--- src/rai_pkg.sv ---
// package for the rtc alarm interrupt output block
`default_nettype none
package rai_pkg;
    // ==========================================
    // alarm field layout (seconds, minutes, hours, day)
    localparam int RAI_NUM_ALARMS   = 2;
    localparam int RAI_FIELD_W      = 8;
    localparam int RAI_NUM_FIELDS   = 4;
    localparam logic RAI_PIN_IDLE   = 1'b1;
    localparam logic RAI_MODE_RST   = 1'b0;

    typedef struct packed {
        logic [RAI_FIELD_W-1:0] day;
        logic [RAI_FIELD_W-1:0] hours;
        logic [RAI_FIELD_W-1:0] minutes;
        logic [RAI_FIELD_W-1:0] seconds;
    } rai_time_s;

    typedef struct packed {
        rai_time_s                 value;
        logic [RAI_NUM_FIELDS-1:0] dont_care;
    } rai_alarm_s;

    typedef struct packed {
        logic [RAI_NUM_ALARMS-1:0] hit;
        logic                      prim_n;
        logic                      prim_oe;
        logic                      sec_n;
        logic                      sec_oe;
    } rai_state_s;
endpackage
`default_nettype wire

--- src/rai_alarm_match.sv ---
// one alarm comparator with per-field don't-care masking
`default_nettype none
module rai_alarm_match
    import rai_pkg::*;
(
    // inputs
    input  wire rai_time_s  now_in,
    input  wire rai_alarm_s alarm_in,
    // result
    output logic            match_out
);
    logic [RAI_NUM_FIELDS-1:0] field_eq;

    always_comb
    begin
        field_eq[0] = (now_in.seconds == alarm_in.value.seconds) | alarm_in.dont_care[0]; // [RQ7]
        field_eq[1] = (now_in.minutes == alarm_in.value.minutes) | alarm_in.dont_care[1]; // [RQ7]
        field_eq[2] = (now_in.hours   == alarm_in.value.hours)   | alarm_in.dont_care[2]; // [RQ7]
        field_eq[3] = (now_in.day     == alarm_in.value.day)     | alarm_in.dont_care[3]; // [RQ7]
        match_out   = &field_eq; // [RQ6]
    end
endmodule
`default_nettype wire

--- src/rai_irq_out.sv ---
// two open-drain alarm interrupt outputs with routing of the primary output
`default_nettype none

// Functional notes
// RQ1 - A mode input selects whether the primary output follows alarm 0 alone or either alarm.
// RQ2 - The secondary output follows alarm 1 only and never alarm 0.
// RQ3 - Each output is a level held while the alarm flag and its enable are both set.
// RQ4 - Both outputs are active low open drain, pulling low when active and released otherwise.
// RQ5 - The paths run from the always-on timekeeping clock, so they work on any supply.
// RQ6 - An alarm flag is set when current time matches the programmed seconds, minutes, hours, day.
// RQ7 - Any alarm field can be marked don't-care and is then ignored in the match.
// RQ8 - Each output asserts as the OR over routed alarms of flag AND enable, driving the pin low.
module rai_irq_out
    import rai_pkg::*;
(
    // clock and reset (timekeeping domain)
    input  wire logic                      clk_in,
    input  wire logic                      rst_n_in,
    // time and alarm setup
    input  wire rai_time_s                 now_in,
    input  wire rai_alarm_s                alarm0_in,
    input  wire rai_alarm_s                alarm1_in,
    input  wire logic [RAI_NUM_ALARMS-1:0] irq_en_in,
    input  wire logic [RAI_NUM_ALARMS-1:0] flag_clr_in,
    input  wire logic                      prim_both_in,
    // status and pins
    output logic [RAI_NUM_ALARMS-1:0]      flag_out,
    output logic                           alarm_irq_primary_n_out,
    output logic                           alarm_irq_primary_oe_out,
    output logic                           alarm_irq_secondary_n_out,
    output logic                           alarm_irq_secondary_oe_out
);
    // ==========================================
    // match detection
    // raw 8-bit field compares; the time source owns the 12/24-hour and
    // BCD coding, so alarm and time must be written in the same format
    // a match lasts only while the time holds; the flags below keep it
    logic [RAI_NUM_ALARMS-1:0] match;

    rai_alarm_match u_match0
    (
        .now_in    (now_in),
        .alarm_in  (alarm0_in),
        .match_out (match[0])
    );

    rai_alarm_match u_match1
    (
        .now_in    (now_in),
        .alarm_in  (alarm1_in),
        .match_out (match[1])
    );

    // ==========================================
    // state
    // all registers of the block live in st_r, st_nxt is their next value;
    // the pins are registered so that comparator glitches never reach the
    // host's interrupt inputs
    rai_state_s                st_r;
    rai_state_s                st_nxt;

    // ==========================================
    // helper terms
    // live: flag and enable per alarm; route_*: alarms allowed onto a pin
    logic [RAI_NUM_ALARMS-1:0] live;
    logic [RAI_NUM_ALARMS-1:0] route_prim;
    logic [RAI_NUM_ALARMS-1:0] route_sec;
    logic                      prim_act;
    logic                      sec_act;

    // ==========================================
    // next state
    always_comb
    begin
        // defaults: hold the flags and pins, no pin activity
        st_nxt     = st_r;
        live       = '0;
        route_prim = '0;
        route_sec  = '0;
        prim_act   = 1'h0;
        sec_act    = 1'h0;

        // ==========================================
        // sticky alarm flags
        // set wins over a clear in the same cycle, so an alarm that fires
        // while software clears the previous one is never lost; a clear
        // held high keeps the flag low only while no match comes
        for (int i = 0; i < RAI_NUM_ALARMS; i++)
        begin
            case ({match[i], flag_clr_in[i]})
                2'h0:
                begin
                    st_nxt.hit[i] = st_r.hit[i];
                end
                2'h1:
                begin
                    st_nxt.hit[i] = 1'h0;
                end
                2'h2,
                2'h3:
                begin
                    st_nxt.hit[i] = 1'h1; // [RQ6]
                end
                default:
                begin
                    st_nxt.hit[i] = st_r.hit[i];
                end
            endcase
        end

        // ==========================================
        // live alarms
        // an alarm is live while its flag and its enable are both set;
        // the pins follow the registered flag, one cycle behind it
        for (int i = 0; i < RAI_NUM_ALARMS; i++)
        begin
            live[i] = st_r.hit[i] & irq_en_in[i]; // [RQ3]
        end

        // ==========================================
        // routing masks
        // the secondary mask is the same in both modes: alarm 0 never reaches it
        case (prim_both_in)
            1'h0:
            begin
                route_prim = 2'h1; // [RQ1]
                route_sec  = 2'h2; // [RQ2]
            end
            1'h1:
            begin
                route_prim = 2'h3; // [RQ1]
                route_sec  = 2'h2; // [RQ2]
            end
            default:
            begin
                // an unknown mode falls back to the narrower routing
                route_prim = 2'h1;
                route_sec  = 2'h2;
            end
        endcase

        // ==========================================
        // pin activity: any routed alarm that is live
        prim_act = |(live & route_prim); // [RQ8]
        sec_act  = |(live & route_sec);  // [RQ8]

        // ==========================================
        // open-drain drive
        // the enable is what sinks the line; the data copy is a low-active
        // mirror for logic that reads the pin state directly
        case (prim_act)
            1'h1:
            begin
                st_nxt.prim_n  = ~RAI_PIN_IDLE; // [RQ4]
                st_nxt.prim_oe = 1'h1;          // [RQ4]
            end
            1'h0:
            begin
                st_nxt.prim_n  = RAI_PIN_IDLE;
                st_nxt.prim_oe = 1'h0;
            end
            default:
            begin
                // unknown activity leaves the line released
                st_nxt.prim_n  = RAI_PIN_IDLE;
                st_nxt.prim_oe = 1'h0;
            end
        endcase

        case (sec_act)
            1'h1:
            begin
                st_nxt.sec_n  = ~RAI_PIN_IDLE; // [RQ4]
                st_nxt.sec_oe = 1'h1;          // [RQ4]
            end
            1'h0:
            begin
                st_nxt.sec_n  = RAI_PIN_IDLE;
                st_nxt.sec_oe = 1'h0;
            end
            default:
            begin
                // unknown activity leaves the line released
                st_nxt.sec_n  = RAI_PIN_IDLE;
                st_nxt.sec_oe = 1'h0;
            end
        endcase
    end

    // ==========================================
    // registers
    // no power-domain gating here: clk_in is the always-on timekeeping
    // oscillator, so flags and pins keep running on backup supply
    always_ff @(posedge clk_in or negedge rst_n_in) // [RQ5]
    begin
        if (!rst_n_in)
        begin
            // both lines released; the host pull-ups show the idle level
            st_r.hit     <= '0;
            st_r.prim_n  <= RAI_PIN_IDLE;
            st_r.prim_oe <= 1'h0;
            st_r.sec_n   <= RAI_PIN_IDLE;
            st_r.sec_oe  <= 1'h0;
        end
        else
        begin
            st_r <= st_nxt;
        end
    end

    // ==========================================
    // outputs, straight from the state register
    // sticky status
    assign flag_out                   = st_r.hit;

    // open-drain pins and their enables
    assign alarm_irq_primary_n_out    = st_r.prim_n;
    assign alarm_irq_primary_oe_out   = st_r.prim_oe;
    assign alarm_irq_secondary_n_out  = st_r.sec_n;
    assign alarm_irq_secondary_oe_out = st_r.sec_oe;
endmodule
`default_nettype wire

--- config.mk ---
export PLATFORM = sky130hd
export DESIGN_NAME = rai_irq_out
export DESIGN_NICKNAME = d
export VERILOG_FILES = /design/src/rai_pkg.sv /design/src/rai_alarm_match.sv /design/src/rai_irq_out.sv
export SDC_FILE = /design/constraint.sdc
export NUM_CORES = 1
export LEC_CHECK = 0
export BUFFER_PORTS_ARGS = -buffer_cell sky130_fd_sc_hd__buf_2
export CORE_MARGIN = 2
export CORE_UTILIZATION = 29
export CTS_CLUSTER_SIZE = 40
export DETAILED_ROUTE_END_ITERATION = 12
export MAX_ROUTING_LAYER = met4
export PLACE_DENSITY = 0.78
export SLEW_MARGIN = 20
export SYNTH_ARGS = -nofsm -noshare
export SYNTH_HDL_FRONTEND = slang
export SYNTH_SLANG_ARGS = --single-unit
--- constraint.sdc ---
create_clock -name clk_in -period 0.99 [get_ports clk_in]
set_clock_uncertainty 0.2 [all_clocks]
set_input_delay 0.198 -clock clk_in [delete_from_list [all_inputs] [get_ports clk_in]]
set_output_delay 0.198 -clock clk_in [all_outputs]
set_load 0.02 [all_outputs]
### Word-level counts from Yosys, hierarchy flattened

Index checks and enable logic that the tools add are counted.

| storage, ports and cells | value |
|---|---|
| bits in registers | 6 |
| input bits | 111 |
| output and inout port bits | 6 |
| word-level logic and storage cells | 46 |

| operators by class | value |
|---|---|
| eq/ne operators | 14 |
| multiplexer cells | 5 |
| bitwise operators | 14 |
| reductions and logical operators | 7 |

Operators by type and width:

| cell | count |
|---|---|
| $eq 8x8->1 | 8 |
| $pmux 2 s2 | 3 |
| $eq 2x2->1 const B | 4 |
| $or 1x1->1 | 8 |
| $reduce_and 4->1 | 2 |
| $reduce_or 2->1 | 3 |
| $eq 2x1->1 const B | 2 |
| $logic_not 2->1 | 2 |
| $pmux 1 s2 | 2 |
| $not 1->1 | 3 |
| $and 1x1->1 | 2 |
| $and 2x2->2 | 1 |

### Longest topological paths before layout

| depth | value |
|---|---|
| depth in word-level cells | 6 |
| mapped depth | 4 |
| mapped depth without buffers | 4 |

### By module

From an unflattened synthesis, not the netlist that was laid out.

| second synthesis, totals | value |
|---|---|
| cell total of the unflattened synthesis | 104 |
| area, all modules | 917.1 µm² |

Modules (own cells, without submodules):

| module | instances | cells an instance | area an instance (µm²) | sequential area each (µm²) |
|---|---|---|---|---|
| rai_alarm_match | 2 | 45 | 356.6 | 0.0 |
| rai_irq_out | 1 | 14 | 203.9 | 152.6 |

### Least setup slack after synthesis

No wires, ideal clock.

| timing path | value |
|---|---|
| path type | input -> register |
| from | input port now_in[27] in the netlist's numbering |
| to | register st_r (netlist bit flag_out[0]) |
| library setup time | 0.104 ns |
| data arrival time | 1.001 ns |
| required time | 0.686 ns |
| path slack | -0.314 ns |
| cell stages on the path | 4 |
| buffers on the path | 0 |
| path through | xor2_1 nor4_1 a21oi_1 o41ai_2 |

| on the way | value |
|---|---|
| longest elaborated chain between the ends | 6 |
| elaborated cells between the ends (all ways) | 9 |
| those cells by class | eq/ne: 4; mux: 1; bitwise: 1; reduce/logical: 3 |

RTL lines:

| what | line | source |
|---|---|---|
| start: declaration | rai_irq_out.sv:20 | `input wire rai_time_s now_in,` |
| $eq 8x8->1 * | rai_alarm_match.sv:19 | `field_eq[3] = (now_in.day == alarm_in.value.day) \| alarm_in.dont_care[3];` |
| $or 1x1->1 * | rai_alarm_match.sv:19 |  |
| $reduce_and 4->1 * | rai_alarm_match.sv:20 | `match_out = &field_eq;` |
| $eq 2x2->1 | rai_irq_out.sv:90 | `case ({match[i], flag_clr_in[i]})` |
| $reduce_or 2->1 | rai_irq_out.sv:90 |  |
| $pmux 1 s2 | rai_irq_out.sv:90 |  |
| end signal: assignment | rai_irq_out.sv:207 | `st_r <= st_nxt;` |
| end: declaration | rai_irq_out.sv:59 | `rai_state_s st_r;` |

Mark *: on every way between the ends. The rest lies on a longest branch, timed or not.
A chain may end at the register's enable or synchronous reset.

### Worst setup path after layout

| timing path | value |
|---|---|
| from | register st_r (netlist bit alarm_irq_primary_n_out) |
| to | output port alarm_irq_primary_n_out |

RTL lines:

| what | line | source |
|---|---|---|
| end: declaration | rai_irq_out.sv:28 | `output logic alarm_irq_primary_n_out,` |

No word-level cell between the ends.

==> out/metrics.cfg <==
[logic_synthesis]
synthMuxAreaShare_pct=0
synth_xor_area_share_pct=61.0
syn_area_sq_um=918
synth_compound_area_share_pct=8.86
synth_fa_ha_area_share_pct=0
synth_top_area_cell=xor2_1
yosysSeqAreaShare_pct=16.6
synth.distinct_cells=10
synth.ff_latch_count=6
syn_avg_cell_area_sq_um=9.00
synth-warning-count=0
synth-simple-area-share_pct=12.7
synth_top_area_share_pct=61.0
synth_cells=102
synth_top_family_by_area=XOR/XNOR gates
ys_top_cells_by_area=xor2_1 61%, dfrtp_1 11%, nor4_1 11%, dfstp_2 5.7%, a21oi_1 4.4%
synth_nets=213

[placed_design]
dp_hpwl_mm=2.57
io_buffers=116
place_congestion=0.765
placed_area_sq_um=1550

[sta]
tightest_slew_ps=276
whs_ps=-98.1
finalMaxSlewViolations=0
period_share_pct=128
finalHoldViolations=2
max_freq_mhz=787
setup_ws_ps=-280
rsz0062_at_grt=yes
period_minus_slack_ps=1270
setup_viol=10
slew_headroom_pct=81.4

[worst_setup_path]
required_ps=590
cp.depth=1
crit_chain=buf_6
rrSetupSlack_ps=-80
critPathLaunch=alarm_irq_primary_n_out
critPathLaunchType=flip-flop
path_delay_family=flip-flops
regToRegStartpoint=flag_out[0]
cp-endpoint=alarm_irq_primary_n_out
critPathSlowestCell=dfstp_2
worstPathMaxFanout=1
crit_arrival_ps=870
critPathKind=reg -> out
endpoint_kind=output port
cp_num_buf_inv=1
reg2reg_to=alarm_irq_primary_oe_out
ff2ff_path_depth=2
critPathMaxStageDelay_ps=520

[detailed_routing]
drtIter0Drc=8
drt-pass1-iter-count=2
viasPerCell=4.47
drc=0
vias=1197
postRouteAntennaNets=0
wl_per_cell_microns=11.0
finalWirelength_mm=2.96

[clock_tree]
clk_pin_slew_ps=40
htree_levels=1
cts_tree=built
cts_root_buf=clkbuf_4
clock_path_buffers=2
clk_latency_ps=250
hold_buffers=1
clock-sinks=6
cts_made_buffers=3

[floorplan]
die_h_microns=60.3
core_sq_um=3030
ios=117
die-area_sq_um=3630
initial_core_util_pct=30.3
num_rows=20
die_x_microns=60.3

[power_and_ir_drop]
ir_drop_mv=0.355
clock_power_share_pct=21.8
leakage_uw=0.000924
power_frac_comb_pct=54.4
p_per_area_nw_per_um2=642
power.switching_uw=368
p_seq_share_pct=23.8
p_int_uw=763
switching_share_pct=32.5

[outcome]
status=finished with violations
violations=negative hold slack, negative setup slack

[grt]
antenna_found_initial=0
grt_max_degree=7
overflow=0
grt_first_pass_wirelength_mm=4.26
grt_pass1_vias=1205
grt_usage_pct=15.9

[layout]
drive_gt1_share_pct=59.8
layout_common_cells=99 x buf_2, 62 x xor2_1, 18 x buf_6
fin_nets=336
area_growth_pct=91.7
diodes=0
final_common_cell=buf_2
postLayoutCoreUtil_pct=58.1
design_area_sq_um=1760

[min_path]
hold_path.class=in -> reg

[job]
max-cap-violations=0

[registers in the layout, summed over array words and instances, names as in the netlist]
| signal | count |
|---|---|
| alarm_irq_primary_n_out | 1 |
| alarm_irq_secondary_n_out | 1 |
| alarm_irq_primary_oe_out | 1 |
| alarm_irq_secondary_oe_out | 1 |
| flag_out | 2 |
[metal layers]
| layer | track usage, % | vias up | share of wire (%) |
|---|---|---|---|
| met2 | 32.5 | 69 | 57 |
| met3 | 3.46 | 4 | 9.3 |
| met4 | 4.44 | 0 | 0.88 |
| met1 | 14.3 | 530 | 33 |
| li1 | - | 594 | - |
| met5 | - | - | 0 |
[cells by family (layout without fill, tap and decap cells)]
group / Yosys count / count (layout)
flops: 6 / 6
xor+xnor: 64 / 64
simple gates: 19 / 19
buf+inv: 2 / 124
compound gates: 11 / 11
[power groups by stage]
| stage | Sequential [uW] | Combinational [uW] | Clock (uW) |
|---|---|---|---|
| 5_1_grt | 271 | 675 | 273 |
| 4_1_cts | 269 | 580 | 259 |
| 3_5_place_dp | 270 | 540 | 0 |
| 6_report | 269 | 615 | 246 |
| 2_1_floorplan | 285 | 207 | 0 |
| 3_3_place_gp | 270 | 532 | 0 |
[how the worst min path moves through the flow]
stage | slack (ps) | cells after the start | endpoint | startpoint
floorplan | -300 | 0 | alarm_irq_primary_oe_out | rst_n_in
global placement | -170 | 1 | alarm_irq_primary_oe_out | rst_n_in
detailed placement | -170 | 1 | alarm_irq_primary_oe_out | rst_n_in
CTS | -100 | 2 | alarm_irq_secondary_n_out | irq_en_in[1]
global route | -100 | 2 | alarm_irq_secondary_n_out | irq_en_in[1]
finish | -100 | 2 | alarm_irq_secondary_n_out | irq_en_in[1]
[Yosys cell counts]
master,number
a22o_1,1
nand2_1,1
o41ai_2,2
dfstp_2,2
xor2_1,64
nand2b_1,2
dfrtp_1,4
nor4_1,16
a21oi_1,8
inv_1,2
[cell type report]
type / instances / area, sq um
Clock buffer: 4 / 26.3
Fill cell: 279 / 1270
Inverter: 2 / 7.51
Multi-Input combinational cell: 94 / 811
Sequential cell: 6 / 153
Tap cell: 44 / 55.1
Timing Repair Buffer: 118 / 708
[stage by stage]
step / std cells / power [uW] / setup TNS, ps / setup WS, ps
2_1_floorplan: 102 / 492 / -862 / -314
3_3_place_gp: 262 / 801 / -1380 / -607
3_5_place_dp: 262 / 810 / -1410 / -601
4_1_cts: 268 / 1110 / -2090 / -292
5_1_grt: 268 / 1220 / -2370 / -363
6_report: 268 / 1130 / -1960 / -280
[repair_timing]
action | in CTS | in global routing
cloned | 0 | 0
setup endpoints to repair | 10 | 10
endpoints found under the hold margin | 10 | 2
buffers inserted | 1 | 0
gates resized for setup | 18 | 17
pin swaps | 14 | 13
No activity file was read; power rests on OpenSTA's default activity.
